**src/verilog/ilt_pkg.sv**
```systemverilog
// ilt_pkg: widths, byte and cycle counts, opcodes and states
// assumes: compiled first; used by the decoder and the timing core
package ilt_pkg;
	// field widths
	localparam int LEN_W  = 2;
	localparam int CYC_W  = 4;
	localparam int STR_W  = 2;
	localparam int HOLD_W = 2;
	typedef logic [LEN_W-1:0] ilt_len_t;
	typedef logic [CYC_W-1:0] ilt_cyc_t;
	typedef logic [7:0]       ilt_op_t;
	// instruction byte counts
	localparam ilt_len_t L1 = 2'h1;
	localparam ilt_len_t L2 = 2'h2;
	localparam ilt_len_t L3 = 2'h3;
	// execution cycle counts
	localparam ilt_cyc_t C0 = 4'h0;
	localparam ilt_cyc_t C1 = 4'h1;
	localparam ilt_cyc_t C2 = 4'h2;
	localparam ilt_cyc_t C3 = 4'h3;
	localparam ilt_cyc_t C4 = 4'h4;
	localparam ilt_cyc_t C5 = 4'h5;
	localparam ilt_cyc_t C6 = 4'h6;
	// base of an external aux ram access
	localparam ilt_cyc_t X_BASE = 4'h3;
	// opcodes that the core checks itself
	localparam logic [4:0] OP_MOV_A_RN  = 5'h1d;
	localparam logic [4:0] OP_MOV_RN_D  = 5'h15;
	localparam ilt_op_t    OP_MOV_A_D   = 8'he5;
	localparam ilt_op_t    OP_MOV_DD    = 8'h85;
	localparam ilt_op_t    OP_MOV_DPTR  = 8'h90;
	localparam ilt_op_t    OP_MOVC_PC   = 8'h83;
	localparam ilt_op_t    OP_MOVC_DP   = 8'h93;
	localparam ilt_op_t    OP_PUSH      = 8'hc0;
	localparam ilt_op_t    OP_POP       = 8'hd0;
	localparam ilt_op_t    OP_XCH_D     = 8'hc5;
	localparam ilt_op_t    OP_ADD_D     = 8'h25;
	localparam ilt_op_t    OP_INC_DPTR  = 8'ha3;
	localparam ilt_op_t    OP_ANL_DI    = 8'h53;
	localparam ilt_op_t    OP_CPL_A     = 8'hf4;
	localparam ilt_op_t    OP_MOV_BC    = 8'h92;
	localparam ilt_op_t    OP_JBC       = 8'h10;
	localparam ilt_op_t    OP_LCALL     = 8'h12;
	localparam ilt_op_t    OP_LJMP      = 8'h02;
	localparam ilt_op_t    OP_CJNE_AD   = 8'hb5;
	localparam ilt_op_t    OP_DJNZ_D    = 8'hd5;
	localparam logic [6:0] OP_MOV_RI_I  = 7'h3b;
	// core sequencer states
	typedef enum logic [1:0] {
		ST_IDLE = 2'b01,
		ST_EXEC = 2'b10
	} ilt_state_e;
endpackage : ilt_pkg

```
**src/verilog/ilt_dec_if.sv**
```systemverilog
// ilt_dec_if: opcode and access settings in, length and cycles out
// assumes: one decoder and one timing core share an instance
`timescale 1ns/1ps
interface ilt_dec_if;
	logic [7:0]                opcode;   // first code byte
	logic                      ext_sel;  // external access select
	logic                      ext_hit;  // access maps outside
	logic [ilt_pkg::STR_W-1:0] stretch;  // strobe stretch count
	logic [ilt_pkg::HOLD_W-1:0] setup_hold; // setup/hold extension
	ilt_pkg::ilt_len_t         len;      // byte count
	ilt_pkg::ilt_cyc_t         cyc;      // cycle count
	logic                      is_movx;  // aux ram move
	logic                      is_ext;   // external aux ram move
	modport dec (input opcode, ext_sel, ext_hit, stretch, setup_hold,
		output len, cyc, is_movx, is_ext);
	modport core (output opcode, ext_sel, ext_hit, stretch, setup_hold,
		input len, cyc, is_movx, is_ext);
endinterface : ilt_dec_if

```
**src/verilog/ilt_core.sv**
```systemverilog
// ilt_core: instruction length and execution cycle sequencer
// assumes: program memory answers code_req with code_rdata same cycle;
// all inputs come from logic on sys_clk
//
// Function
// [RULE_01] mov a,rn: one byte, one cycle
// [RULE_02] mov a,direct: two bytes, two cycles
// [RULE_03] mov rn,direct: two bytes, four cycles
// [RULE_04] mov direct,direct: three bytes, four cycles
// [RULE_05] load data pointer: three bytes, three cycles
// [RULE_06] both code lookups: one byte, four cycles
// [RULE_07] on-chip aux ram moves: one byte, three
// [RULE_08] external aux ram: 3+stretch+2*setup/hold cycles
// [RULE_09] push four cycles, pop three, two bytes
// [RULE_10] exchange: register three, others four cycles
// [RULE_11] add/addc/subb: two or three cycles
// [RULE_12] inc/dec two/three/four; inc dptr one
// [RULE_13] logic ops two/three; direct writes four
// [RULE_14] clear, rotates, swap one; complement two
// [RULE_15] carry ops one, three or four cycles
// [RULE_16] carry branch 3, bit branch 4, jbc 5
// [RULE_17] calls six cycles; returns four cycles
// [RULE_18] short jumps three cycles; long jump four
// [RULE_19] compare-branch three bytes, five or four
// [RULE_20] decrement-branch: register 2/4, direct 3/5
// [RULE_21] immediate to indirect: two bytes, three
// [RULE_22] standard opcode encodings and results
`timescale 1ns/1ps
module ilt_core (
	input  wire logic                        sys_clk,
	input  wire logic                        arst_n,
	input  wire logic                        op_valid,
	input  wire logic [7:0]                  op_byte,
	output logic                             op_ready,
	input  wire logic                        ext_mem_access_sel,
	input  wire logic                        ext_ram_hit,
	input  wire logic [ilt_pkg::STR_W-1:0]   rw_strobe_stretch,
	input  wire logic [ilt_pkg::HOLD_W-1:0]  rw_setup_hold_ext,
	output logic                             code_req,
	input  wire logic [7:0]                  code_rdata,
	output logic [7:0]                       opcode,
	output logic [7:0]                       opnd1,
	output logic [7:0]                       opnd2,
	output ilt_pkg::ilt_len_t                instr_len,
	output ilt_pkg::ilt_cyc_t                instr_cycles,
	output logic                             instr_ext,
	output logic                             busy,
	output logic                             instr_done
);
	//------------------------------------------------
	// declarations
	//------------------------------------------------
	ilt_pkg::ilt_state_e state;   // sequencer state
	ilt_pkg::ilt_cyc_t   remain;  // cycles left after this one
	ilt_pkg::ilt_len_t   bidx;    // next operand byte index
	logic                accept;  // opcode taken this cycle
	logic                exec;    // executing
	ilt_pkg::ilt_cyc_t   exp_ext; // expected external length

	ilt_dec_if dec_if ();        // decoder link

	//------------------------------------------------
	// decoder
	//------------------------------------------------
	// settings are sampled with the opcode
	assign dec_if.opcode  = op_byte;
	assign dec_if.ext_sel = ext_mem_access_sel;
	assign dec_if.ext_hit = ext_ram_hit;
	assign dec_if.stretch = rw_strobe_stretch;
	assign dec_if.setup_hold = rw_setup_hold_ext;

	ilt_decoder ilt_decoder_i (
		.dif (dec_if.dec)
	);

	//------------------------------------------------
	// handshake
	//------------------------------------------------
	// last cycle of an instruction frees the core
	assign exec       = (state == ilt_pkg::ST_EXEC);
	assign instr_done = exec & (remain == ilt_pkg::C0);
	// a new opcode may overlap the last cycle
	assign op_ready   = (state == ilt_pkg::ST_IDLE) | instr_done;
	assign accept     = op_valid & op_ready;
	assign busy       = exec;
	// operand bytes fetched while any remain
	assign code_req   = exec & (bidx < instr_len);

	//------------------------------------------------
	// state
	//------------------------------------------------
	// idle until an opcode, back to idle when done unless the next one is taken
	always_ff @(posedge sys_clk or negedge arst_n) begin
		if (!arst_n) begin
			state <= ilt_pkg::ST_IDLE;
		end else begin
			case (state)
				ilt_pkg::ST_IDLE: begin
					if (accept) begin
						state <= ilt_pkg::ST_EXEC;
					end
				end
				ilt_pkg::ST_EXEC: begin
					// stays busy when the next one is taken
					if (instr_done && !accept) begin
						state <= ilt_pkg::ST_IDLE;
					end
				end
				default: state <= ilt_pkg::ST_IDLE;
			endcase
		end
	end

	//------------------------------------------------
	// cycle counter
	//------------------------------------------------
	// counts the decoded cycles down to zero
	always_ff @(posedge sys_clk or negedge arst_n) begin
		if (!arst_n) begin
			remain <= ilt_pkg::C0;
		end else if (accept) begin
			// first cycle is the one after accept
			remain <= dec_if.cyc - ilt_pkg::C1; // RULE_08
		end else if (exec && remain != ilt_pkg::C0) begin
			remain <= remain - ilt_pkg::C1;
		end
	end

	//------------------------------------------------
	// instruction record
	//------------------------------------------------
	// length, cycles and opcode held for the whole instruction
	always_ff @(posedge sys_clk or negedge arst_n) begin
		if (!arst_n) begin
			opcode       <= 8'h00;
			instr_len    <= ilt_pkg::L1;
			instr_cycles <= ilt_pkg::C1;
			instr_ext    <= 1'b0;
		end else if (accept) begin
			opcode       <= op_byte;
			instr_len    <= dec_if.len;
			instr_cycles <= dec_if.cyc;
			instr_ext    <= dec_if.is_ext;
		end
	end

	//------------------------------------------------
	// operand fetch
	//------------------------------------------------
	// byte index restarts at one with each opcode
	always_ff @(posedge sys_clk or negedge arst_n) begin
		if (!arst_n) begin
			bidx <= ilt_pkg::L1;
		end else if (accept) begin
			bidx <= ilt_pkg::L1;
		end else if (code_req) begin
			bidx <= bidx + ilt_pkg::L1;
		end
	end

	// operand bytes in fetch order
	always_ff @(posedge sys_clk or negedge arst_n) begin
		if (!arst_n) begin
			opnd1 <= 8'h00;
			opnd2 <= 8'h00;
		end else if (code_req) begin
			if (bidx == ilt_pkg::L1) begin
				opnd1 <= code_rdata;
			end else begin
				opnd2 <= code_rdata;
			end
		end
	end

	//------------------------------------------------
	// checks
	//------------------------------------------------
	// expected external length, for the checks only
	assign exp_ext = ilt_pkg::X_BASE
		+ ilt_pkg::ilt_cyc_t'(rw_strobe_stretch)
		+ ilt_pkg::ilt_cyc_t'({rw_setup_hold_ext, 1'b0});

	// register move finishes in the next cycle
	a_mov_a_rn: assert property ( // RULE_01
		@(posedge sys_clk) disable iff (!arst_n)
		accept && op_byte[7:3] == ilt_pkg::OP_MOV_A_RN
		|=> instr_done && instr_len == ilt_pkg::L1)
		else $error("mov a,rn not one byte one cycle");

	// direct load: two bytes, done on second cycle
	a_mov_a_dir: assert property ( // RULE_02
		@(posedge sys_clk) disable iff (!arst_n)
		accept && op_byte == ilt_pkg::OP_MOV_A_D
		|=> code_req && !instr_done ##1 instr_done
		&& instr_len == ilt_pkg::L2)
		else $error("mov a,direct timing wrong");

	// direct to register: four cycles
	a_mov_rn_dir: assert property ( // RULE_03
		@(posedge sys_clk) disable iff (!arst_n)
		accept && op_byte[7:3] == ilt_pkg::OP_MOV_RN_D
		|=> !instr_done [*3] ##1 instr_done
		&& instr_len == ilt_pkg::L2)
		else $error("mov rn,direct timing wrong");

	// direct to direct: three bytes, four cycles
	a_mov_dd: assert property ( // RULE_04
		@(posedge sys_clk) disable iff (!arst_n)
		accept && op_byte == ilt_pkg::OP_MOV_DD
		|=> code_req [*2] ##1 !code_req ##1 instr_done
		&& instr_len == ilt_pkg::L3)
		else $error("mov direct,direct timing wrong");

	// pointer load: three bytes, three cycles
	a_mov_dptr: assert property ( // RULE_05
		@(posedge sys_clk) disable iff (!arst_n)
		accept && op_byte == ilt_pkg::OP_MOV_DPTR
		|=> code_req [*2] ##1 instr_done && !code_req)
		else $error("dptr load timing wrong");

	// code lookups: one byte, four cycles
	a_movc: assert property ( // RULE_06
		@(posedge sys_clk) disable iff (!arst_n)
		accept && (op_byte == ilt_pkg::OP_MOVC_PC
		|| op_byte == ilt_pkg::OP_MOVC_DP)
		|=> !code_req && !instr_done [*3] ##1 instr_done)
		else $error("code lookup timing wrong");

	// on-chip aux ram: three cycles
	a_movx_int: assert property ( // RULE_07
		@(posedge sys_clk) disable iff (!arst_n)
		accept && dec_if.is_movx && !dec_if.is_ext
		|=> instr_cycles == ilt_pkg::C3 && instr_len == ilt_pkg::L1)
		else $error("on-chip aux ram move not three cycles");

	// external aux ram follows the stretch settings
	a_movx_ext: assert property ( // RULE_08
		@(posedge sys_clk) disable iff (!arst_n)
		accept && dec_if.is_movx && ext_mem_access_sel
		&& ext_ram_hit
		|=> instr_ext && instr_cycles == $past(exp_ext))
		else $error("external aux ram length wrong");

	// select off: aux ram moves keep the on-chip length
	a_movx_sel_off: assert property ( // RULE_08
		@(posedge sys_clk) disable iff (!arst_n)
		accept && dec_if.is_movx && !ext_mem_access_sel
		|=> !instr_ext && instr_cycles == ilt_pkg::C3)
		else $error("aux ram move stretched with select off");

	// push four cycles, pop three
	a_push_pop: assert property ( // RULE_09
		@(posedge sys_clk) disable iff (!arst_n)
		accept && (op_byte == ilt_pkg::OP_PUSH
		|| op_byte == ilt_pkg::OP_POP)
		|=> instr_len == ilt_pkg::L2 && instr_cycles
		== ((opcode == ilt_pkg::OP_PUSH) ? ilt_pkg::C4
		: ilt_pkg::C3))
		else $error("push or pop timing wrong");

	// exchange with a direct byte
	a_xch_dir: assert property ( // RULE_10
		@(posedge sys_clk) disable iff (!arst_n)
		accept && op_byte == ilt_pkg::OP_XCH_D
		|=> !instr_done [*3] ##1 instr_done)
		else $error("xch direct timing wrong");

	// add from direct byte: three cycles
	a_add_dir: assert property ( // RULE_11
		@(posedge sys_clk) disable iff (!arst_n)
		accept && op_byte == ilt_pkg::OP_ADD_D
		|=> !instr_done [*2] ##1 instr_done)
		else $error("add direct timing wrong");

	// pointer increment: one cycle
	a_inc_dptr: assert property ( // RULE_12
		@(posedge sys_clk) disable iff (!arst_n)
		accept && op_byte == ilt_pkg::OP_INC_DPTR
		|=> instr_done && !code_req)
		else $error("inc dptr not one cycle");

	// logic op into direct byte: four cycles
	a_anl_dir: assert property ( // RULE_13
		@(posedge sys_clk) disable iff (!arst_n)
		accept && op_byte == ilt_pkg::OP_ANL_DI
		|=> instr_len == ilt_pkg::L3 ##3 instr_done)
		else $error("anl direct,#data timing wrong");

	// accumulator complement: two cycles
	a_cpl_a: assert property ( // RULE_14
		@(posedge sys_clk) disable iff (!arst_n)
		accept && op_byte == ilt_pkg::OP_CPL_A
		|=> !instr_done ##1 instr_done)
		else $error("cpl a timing wrong");

	// carry to bit: four cycles
	a_mov_bit_c: assert property ( // RULE_15
		@(posedge sys_clk) disable iff (!arst_n)
		accept && op_byte == ilt_pkg::OP_MOV_BC
		|=> instr_cycles == ilt_pkg::C4 ##3 instr_done)
		else $error("mov bit,c timing wrong");

	// bit test and clear branch: five cycles
	a_jbc: assert property ( // RULE_16
		@(posedge sys_clk) disable iff (!arst_n)
		accept && op_byte == ilt_pkg::OP_JBC
		|=> !instr_done [*4] ##1 instr_done)
		else $error("jbc timing wrong");

	// long call: six cycles
	a_lcall: assert property ( // RULE_17
		@(posedge sys_clk) disable iff (!arst_n)
		accept && op_byte == ilt_pkg::OP_LCALL
		|=> !instr_done [*5] ##1 instr_done)
		else $error("lcall timing wrong");

	// long jump: three bytes, four cycles
	a_ljmp: assert property ( // RULE_18
		@(posedge sys_clk) disable iff (!arst_n)
		accept && op_byte == ilt_pkg::OP_LJMP
		|=> instr_len == ilt_pkg::L3 ##3 instr_done)
		else $error("ljmp timing wrong");

	// compare against direct: five cycles
	a_cjne_dir: assert property ( // RULE_19
		@(posedge sys_clk) disable iff (!arst_n)
		accept && op_byte == ilt_pkg::OP_CJNE_AD
		|=> instr_len == ilt_pkg::L3 ##4 instr_done)
		else $error("cjne a,direct timing wrong");

	// decrement direct and branch: five cycles
	a_djnz_dir: assert property ( // RULE_20
		@(posedge sys_clk) disable iff (!arst_n)
		accept && op_byte == ilt_pkg::OP_DJNZ_D
		|=> instr_cycles == ilt_pkg::C5 ##4 instr_done)
		else $error("djnz direct timing wrong");

	// immediate to indirect: two bytes, three cycles
	a_mov_ri_imm: assert property ( // RULE_21
		@(posedge sys_clk) disable iff (!arst_n)
		accept && op_byte[7:1] == ilt_pkg::OP_MOV_RI_I
		|=> code_req ##2 instr_done && instr_len == ilt_pkg::L2)
		else $error("mov @ri,#data timing wrong");

	// every operand byte fetched by the last cycle
	a_fetch_done: assert property (
		@(posedge sys_clk) disable iff (!arst_n)
		instr_done |-> !code_req && bidx == instr_len)
		else $error("operand bytes still pending at done");
endmodule : ilt_core

```
**src/verilog/ilt_decoder.sv**
```systemverilog
// ilt_decoder: opcode to byte count and execution cycle count
// assumes: pure combinational; inputs stable in the accept cycle
`timescale 1ns/1ps
module ilt_decoder (
	ilt_dec_if.dec dif
);
	//------------------------------------------------
	// lookup
	//------------------------------------------------
	// standard opcode map, first match wins
	always_comb begin // RULE_22
		dif.len = ilt_pkg::L1;
		dif.cyc = ilt_pkg::C1;
		dif.is_movx = 1'b0;
		casez (dif.opcode)
			// absolute jump / call
			8'b???00001: begin dif.len = ilt_pkg::L2; dif.cyc = ilt_pkg::C3; end // RULE_18
			8'b???10001: begin dif.len = ilt_pkg::L2; dif.cyc = ilt_pkg::C6; end // RULE_17
			8'h02: begin dif.len = ilt_pkg::L3; dif.cyc = ilt_pkg::C4; end // RULE_18
			8'h12: begin dif.len = ilt_pkg::L3; dif.cyc = ilt_pkg::C6; end // RULE_17
			8'h22, 8'h32: dif.cyc = ilt_pkg::C4; // RULE_17
			8'h10: begin dif.len = ilt_pkg::L3; dif.cyc = ilt_pkg::C5; end // RULE_16
			8'h20, 8'h30: begin dif.len = ilt_pkg::L3; dif.cyc = ilt_pkg::C4; end // RULE_16
			// inc / dec
			8'h04, 8'h14: dif.cyc = ilt_pkg::C2; // RULE_12
			8'h05, 8'h15: begin dif.len = ilt_pkg::L2; dif.cyc = ilt_pkg::C4; end // RULE_12
			8'b000?011?: dif.cyc = ilt_pkg::C4; // RULE_12
			8'b000?1???: dif.cyc = ilt_pkg::C3; // RULE_12
			// conditional and short branches, bit to carry
			8'h40, 8'h50, 8'h60, 8'h70, 8'h80, 8'h72, 8'h82, 8'ha0,
			8'ha2, 8'hb0: begin dif.len = ilt_pkg::L2; dif.cyc = ilt_pkg::C3; end // RULE_15
			8'h73: dif.cyc = ilt_pkg::C3; // RULE_18
			// logic ops writing a direct byte
			8'h42, 8'h52, 8'h62: begin dif.len = ilt_pkg::L2; dif.cyc = ilt_pkg::C4; end // RULE_13
			8'h43, 8'h53, 8'h63: begin dif.len = ilt_pkg::L3; dif.cyc = ilt_pkg::C4; end // RULE_13
			// immediate moves
			8'h74, 8'b01111???: begin dif.len = ilt_pkg::L2; dif.cyc = ilt_pkg::C2; end // RULE_01
			8'h75, 8'h90: begin dif.len = ilt_pkg::L3; dif.cyc = ilt_pkg::C3; end // RULE_05
			8'b0111011?, 8'b1010011?: begin dif.len = ilt_pkg::L2; dif.cyc = ilt_pkg::C3; end // RULE_21
			// code lookups, mul, div, decimal adjust
			8'h83, 8'h93, 8'ha4, 8'hd4: dif.cyc = ilt_pkg::C4; // RULE_06
			8'h84: dif.cyc = ilt_pkg::C5;
			// direct destination moves
			8'h85: begin dif.len = ilt_pkg::L3; dif.cyc = ilt_pkg::C4; end // RULE_04
			8'b1000011?, 8'b10101???, 8'h92, 8'hb2, 8'hc0, 8'hc2, 8'hc5, 8'hd2,
			8'b11011???: begin dif.len = ilt_pkg::L2; dif.cyc = ilt_pkg::C4; end // RULE_03
			8'b10001???, 8'hd0, 8'hf5: begin dif.len = ilt_pkg::L2; dif.cyc = ilt_pkg::C3; end // RULE_09
			// compare / decrement and branch
			8'hb4, 8'b10111???: begin dif.len = ilt_pkg::L3; dif.cyc = ilt_pkg::C4; end // RULE_19
			8'hb5, 8'b1011011?, 8'hd5: begin dif.len = ilt_pkg::L3; dif.cyc = ilt_pkg::C5; end // RULE_20
			// exchanges
			8'b1100011?, 8'b1101011?: dif.cyc = ilt_pkg::C4; // RULE_10
			8'b11001???: dif.cyc = ilt_pkg::C3; // RULE_10
			// aux ram moves
			8'he0, 8'b1110001?, 8'hf0, 8'b1111001?: begin dif.cyc = ilt_pkg::C3; dif.is_movx = 1'b1; end // RULE_07
			// accumulator loads and stores
			8'he5: begin dif.len = ilt_pkg::L2; dif.cyc = ilt_pkg::C2; end // RULE_02
			8'b1110011?, 8'hf4, 8'b11111???: dif.cyc = ilt_pkg::C2; // RULE_14
			8'b1111011?: dif.cyc = ilt_pkg::C3;
			// arithmetic and logic rows, accumulator target
			8'b0???0100, 8'h94: begin dif.len = ilt_pkg::L2; dif.cyc = ilt_pkg::C2; end // RULE_11
			8'b0???0101, 8'h95: begin dif.len = ilt_pkg::L2; dif.cyc = ilt_pkg::C3; end // RULE_11
			8'b0???011?, 8'b1001011?: dif.cyc = ilt_pkg::C3; // RULE_13
			8'b0???1???, 8'b10011???: dif.cyc = ilt_pkg::C2; // RULE_11
			// single-cycle forms keep the defaults
			default: dif.cyc = ilt_pkg::C1; // RULE_14
		endcase
		// external aux ram stretches the access
		// same term as is_ext, kept local to avoid a loop through it
		if (dif.is_movx && dif.ext_sel && dif.ext_hit) begin
			dif.cyc = ilt_pkg::X_BASE + ilt_pkg::ilt_cyc_t'(dif.stretch)
				+ ilt_pkg::ilt_cyc_t'({dif.setup_hold, 1'b0}); // RULE_08
		end
	end

	// external only when selected and the address maps outside
	assign dif.is_ext = dif.is_movx & dif.ext_sel & dif.ext_hit; // RULE_08
endmodule : ilt_decoder

```
**config.mk**
```make
export PLATFORM = sky130hd
export DESIGN_NAME = ilt_core
export DESIGN_NICKNAME = d
export VERILOG_FILES = /design/src/verilog/ilt_pkg.sv /design/src/verilog/ilt_dec_if.sv /design/src/verilog/ilt_core.sv /design/src/verilog/ilt_decoder.sv
export SDC_FILE = /design/constraint.sdc
export NUM_CORES = 1
export LEC_CHECK = 0
export ABC_CLOCK_PERIOD_IN_PS = 6600
export BUFFER_PORTS_ARGS = -buffer_cell sky130_fd_sc_hd__buf_2
export CORE_MARGIN = 1
export CORE_UTILIZATION = 55
export DETAILED_ROUTE_END_ITERATION = 16
export PLACE_DENSITY_LB_ADDON = 0.3
export SYNTH_ARGS = -nofsm -noshare
export SYNTH_HDL_FRONTEND = slang
export SYNTH_SLANG_ARGS = --single-unit
```
**constraint.sdc**
```tcl
create_clock -name sys_clk -period 6.6 [get_ports sys_clk]
set_input_delay 0.99 -clock sys_clk [delete_from_list [all_inputs] [get_ports sys_clk]]
set_output_delay 0.99 -clock sys_clk [all_outputs]
set_load 0.1 [all_outputs]
```
* Word-level counts from Yosys, hierarchy flattened *
Index checks and enable logic that the tools add are counted.

storage, ports and cells
  output and inout port bits = 35
  bits in registers = 39
  bits of input ports = 25
  logic and storage cells = 145

operators by class
  eq/ne operators = 86
  bitwise gates (word level) = 7
  add/sub/neg operators = 5
  muxes and demuxes = 13
  $lt $le $gt $ge = 1
  reduce and logical (&&, ||, !) cells = 24

operators by type and width
  cell                                                                 number
  8-bit == test (second input constant)                                29
  8-bit by 7-bit == test with 1-bit output (second input constant)     14
  7-bit == test (second input constant)                                10
  5-bit == test (second input constant)                                8
  34-bit OR reduction                                                  1
  8-bit by 5-bit == test with 1-bit output (second input constant)     4
  8-bit by 6-bit == test with 1-bit output (second input constant)     4
  32-bit OR reduction                                                  1
  26-bit OR reduction                                                  1
  23-bit OR reduction                                                  1
  4-bit one-hot mux with 5 select lines                                1
  8-bit by 3-bit == test with 1-bit output (second input constant)     2
  16-bit OR reduction                                                  1
  4-bit OR reduction                                                   4
  4-bit two-way mux                                                    3
  5-bit by 3-bit == test with 1-bit output (second input constant)     2
  2-bit two-way mux                                                    5
  8-bit by 2-bit == test with 1-bit output (second input constant)     1
  2-bit one-hot mux with 2 select lines                                2
  8-bit OR reduction                                                   1
  4-bit by 1-bit subtractor with 4-bit output (second input constant)  2
  7-bit by 6-bit == test with 1-bit output (second input constant)     1
  2-bit by 1-bit == test with 1-bit output (second input constant)     3
  6-bit by 2-bit == test with 1-bit output (second input constant)     1
  24 further kinds                                                     34

* Longest topological paths before layout *
  word-level depth = 8
  depth in mapped cells = 13
  mapped depth without buffers = 10

* By module *
Synthesis repeated with hierarchy kept, for this count alone.

second synthesis, totals
  cells, all modules = 258
  area, all modules = 2656.3 um2

modules (own cells, without submodules)
  module       area an instance (um2)  cells each  seq. area each (um2)  times used
  ilt_core     1704.1                  119         980.9                 1
  ilt_decoder  952.2                   139         0.0                   1

* Worst setup path before layout *
Ideal clock, no wire load.

  path kind = register to register
  start = register instr_len[1]
  end = register opnd1[0]
  required time = 6.474 ns
  period minus slack after synthesis = 5.150 ns
  arrival = 5.024 ns
  path buffers = 0
  slack = 1.450 ns
  library setup time = 0.126 ns
  cell stages (with the launch flop) = 6
  cell sequence = dfrtp_1 inv_1 ha_1 a211oi_1 nand2_1 mux2_2

on the way
  longest elaborated chain between the ends = 3

RTL lines
  what                                  line             source
  from (decl)                           ilt_core.sv:44   output ilt_pkg::ilt_len_t instr_len,
  from (signal assigned)                ilt_core.sv:136  instr_len <= ilt_pkg::L1;
  from (signal assigned)                ilt_core.sv:141  instr_len <= dec_if.len;
  2-bit less-than comparator            ilt_core.sv:87   assign code_req = exec & (bidx < instr_len);
  1-bit bitwise AND                     ilt_core.sv:87
  via code_req                          ilt_core.sv:39   output logic code_req,
  2-bit AND reduction (no source line)  -
  to (signal assigned)                  ilt_core.sv:168  opnd1 <= code_rdata;
  to (decl)                             ilt_core.sv:42   output logic [7:0] opnd1,

The timed path passes the listed nets, and every way through them passes these cells.
A chain may end at the register's enable or synchronous reset.

* Worst setup path after layout *
  start = register remain[2]
  end = register remain[2]

on the way
  longest elaborated chain between the ends = 5
  elaborated cells between the ends (all ways) = 10
  classes of those cells = add/sub: 1; mux: 2; bitwise: 3; reduce/logical: 4

RTL lines
  what                                                                                                 line             source
  from (decl)                                                                                          ilt_core.sv:54   ilt_pkg::ilt_cyc_t remain;
  from (signal assigned)                                                                               ilt_core.sv:120  remain <= ilt_pkg::C0;
  from (signal assigned)                                                                               ilt_core.sv:123  remain <= dec_if.cyc - ilt_pkg::C1;
  from (signal assigned)                                                                               ilt_core.sv:125  remain <= remain - ilt_pkg::C1;
  parallel branches: the longest is 5 deep, another holds 4-bit by 1-bit subtractor with 4-bit output  -

Parallel ways; which one is timed is not known. The select of a mux whose other input is x is not followed.

==> impl_results.md <==
* Class of the tightest hold or removal check: reg2reg
* Average vias per placed instance at 5.93
* Share of final-layout standard cells stronger than drive strength 1 at 0.280
* Global placement routability congestion at 0.923
* # diodes at 0
* Number of instances on the worst hold path at 1
* Area added between synthesis and finish at 15.9%
* Die ar. at 4900 um2
* Kind of start point of the critical path: flop
* Hold-fix buffer count after cts at 0
* Area inside the core boundary at 4380 um2
* Layout net count at 366
* Pin count of the biggest net entering global routing at 40
* Per-cell routed wire length at 15.8 um
* Critical setup path kind: reg2reg
* Setup-failing EPs final at 0
* Cells resized by post-CTS repair at 0
* Total Routed Length at 6150 um
* Post-synthesis cell type with the largest combined area: sky130_fd_sc_hd__dfrtp_1
* GRT Resource Usage Total at 0.271
* Number of global-route vias before repair at 2200
* Worst Path Max Fanout at 11
* Most frequent cells after synthesis: sky130_fd_sc_hd__nand2_1, sky130_fd_sc_hd__dfrtp_1, sky130_fd_sc_hd__nor2_1, sky130_fd_sc_hd__mux2_2, sky130_fd_sc_hd__nand3_1
* Cells taking the most area after synthesis: sky130_fd_sc_hd__dfrtp_1, sky130_fd_sc_hd__mux2_2, sky130_fd_sc_hd__nand2_1, sky130_fd_sc_hd__dfstp_2, sky130_fd_sc_hd__nor2_1
* Drt drc at 0
* Setup_tns at 0 ns
* Hold Fails Final Rpt at 0
* FP Rows at 24
* Wire length of the first global-routing pass at 10500 um
* Antenna-violating nets left at 0
* Normalized max-slew margin at 0.443
* Clock latency on the worst-skew pair at 0.29 ns
* Number of nets in the synthesized netlist at 318
* Data arrival, critical path at 3.64 ns
* Estimated wirelength of the detail-placed design at 4490 um
* Total via count in the routed design at 2300
* Number of antenna violations at the first check in global routing at 0
* Total clock buffers created by CTS at 5
* Max Cap Violations at 0
* Grt ovf at 0
* Post-route worst setup slack at 3.15 ns
* Area of the mapped netlist at 2540 um2
* Final setup skew at 0.00330 ns
* Timing-limited maximum frequency at 0.289 GHz
* Post-layout min period at 3.45 ns
* Leading cell type by number of instances after synthesis: sky130_fd_sc_hd__nand2_1
* Buffers on Ports at 59
* Die W at 70.0 um
* Post-synthesis average cell area at 8.86 um2
* Share of the yosys chip area belonging to registers at 0.386
* CTS max path bufs at 2
* Synth warn at 0
* Clock tree from TritonCTS: built
* Reg clk slew, reported paths at 0.08 ns
* Starting Density at 0.580
* Area share of the largest cell type after synthesis at 0.344
* Critical path endpoint category: flop
* Setup repair after global routing missed its margin: no
* Worst reg-to-reg path cell count at 10
* Utilization after layout at 0.672
* Number of post-CTS setup repair buffers at 0
* Final clock period utilization by the worst path at 0.523
* Number of synthesized flops with an enable pin at 0
* Required time worst endpoint at 6.78 ns
* Worst Tran Pin Value at 0.836 ns
* Primary FF master, synth: sky130_fd_sc_hd__dfrtp_1
* FILL cells at 378
* Number of instances in the synthesized netlist at 287
* Iter 0 DRT Violations at 86
* CTS root buf: sky130_fd_sc_hd__clkbuf_8
* Io pins at 60
* Share of flip-flops with an asynchronous set or reset at 1.00
* DRT Pass-1 Iters at 4
* Number of sinks on the clock net at 39
* FF+latch count, synth at 39
* Unique cell type count in the Yosys netlist at 61
* H-tree depth reported by CTS at 2
* DIE HEIGHT at 70.0 um
* Dpl ws at 2.95 ns
* Outcome: complete, no violations
* Max-slew violations at 0
==> per-stage QoR <==
stage / hold WS [ns] / std cells / cell area (um2)
global route: 0.488 / 388 / 2950
CTS: 0.478 / 388 / 2950
floorplan: 0.440 / 287 / 2540
detailed placement: 0.458 / 380 / 2810
global placement: 0.456 / 380 / 2810
finish: 0.475 / 388 / 2950
==> cell usage in the layout (no fill, tap or decap), types with 3 or more instances in the layout <==
cell                       netlist  final
sky130_fd_sc_hd__nor3_1          7      7
sky130_fd_sc_hd__nand2b_1        6      6
sky130_fd_sc_hd__nand3_1        14     14
sky130_fd_sc_hd__inv_1          12     12
sky130_fd_sc_hd__a21o_1          4      4
sky130_fd_sc_hd__or3_1           3      3
sky130_fd_sc_hd__a21oi_1         8      8
sky130_fd_sc_hd__o21ai_1         3      3
sky130_fd_sc_hd__dfrtp_1        35     35
sky130_fd_sc_hd__mux2_2         16     16
sky130_fd_sc_hd__nand4_1         3      3
sky130_fd_sc_hd__nor4b_1         3      3
sky130_fd_sc_hd__ha_1            5      5
sky130_fd_sc_hd__or4_1           3      3
sky130_fd_sc_hd__nor2b_1         8      8
sky130_fd_sc_hd__a211oi_1        4      4
sky130_fd_sc_hd__dfstp_2         4      4
sky130_fd_sc_hd__o21ai_0        12     12
sky130_fd_sc_hd__nor2_1         22     22
sky130_fd_sc_hd__buf_2          11     59
sky130_fd_sc_hd__and2_1          3      3
sky130_fd_sc_hd__o31ai_1         3      3
sky130_fd_sc_hd__nand2_1        44     44
sky130_fd_sc_hd__clkbuf_8        0      5
sky130_fd_sc_hd__o221ai_1        3      3
sky130_fd_sc_hd__o21a_1          3      3
==> registers in the layout, summed over array words and instances (netlist names) <==
register      flops
instr_cycles      4
opnd1             8
bidx              2
instr_len         2
state             2
remain            4
instr_ext         1
opnd2             8
opcode            8
==> worst max-delay path: stages (launching register included) <==
cell	delay, ns
sky130_fd_sc_hd__dfrtp_1	0.42
sky130_fd_sc_hd__or4_1	0.58
sky130_fd_sc_hd__o21ai_1	0.21
sky130_fd_sc_hd__and2_1	0.45
sky130_fd_sc_hd__o21ai_1	0.21
sky130_fd_sc_hd__or3b_1	0.44
sky130_fd_sc_hd__o22ai_1	0.23
sky130_fd_sc_hd__nor2_1	0.09
sky130_fd_sc_hd__ha_1	0.22
sky130_fd_sc_hd__o21a_1	0.19
sky130_fd_sc_hd__a221o_1	0.31
==> metal layers <==
metal,track usage,up-vias,routed length (um)
li1,-,1120,-
met1,0.342,1081,2580
met2,0.451,81,3080
met3,0.0505,18,308
met4,0.127,0,179
met5,0,-,0
==> final timing paths <==
| check | to | start | slack, ns |
|---|---|---|---|
| worst min-delay path | instr_cycles[2]$_DFFE_PN0P_ | instr_cycles[2]$_DFFE_PN0P_ | 0.48 |
| worst max-delay path | remain[2]$_DFFE_PN0P_ | remain[2]$_DFFE_PN0P_ | 3.15 |
| max in group asynchronous | opcode[4]$_DFFE_PN0P_ | arst_n | 5.28 |
| worst max register to register | remain[2]$_DFFE_PN0P_ | remain[2]$_DFFE_PN0P_ | 3.15 |
| worst min register to register | instr_cycles[2]$_DFFE_PN0P_ | instr_cycles[2]$_DFFE_PN0P_ | 0.48 |
| min in group asynchronous | instr_cycles[1]$_DFFE_PN0P_ | arst_n | 0.79 |
==> kinds of logic after synthesis <==
| logic type | synth area share |
|---|---|
| AND/OR/NAND/NOR | 0.294 |
| AO/OA/AOI/OAI | 0.154 |
| flip-flops | 0.386 |
| buffers and inverters | 0.0556 |
| multiplexers | 0.0709 |
| adder cells (fa/ha/maj) | 0.0325 |
| XOR/XNOR | 0.00689 |
==> cell type report <==
type,instances,area (um2),share of cell area
clock inverters,3,67.6,0.0229
inverters,13,48.8,0.0166
repair buffers,59,295,0.100
multi-input cells,217,1420,0.482
well taps,52,65.1,0.0221
clock buffers,5,68.8,0.0234
flip-flops and latches,39,981,0.333
Power is left out: the tool's default activity adds up to more than one toggle a clock period on the data nets, which glitch-free logic cannot reach.
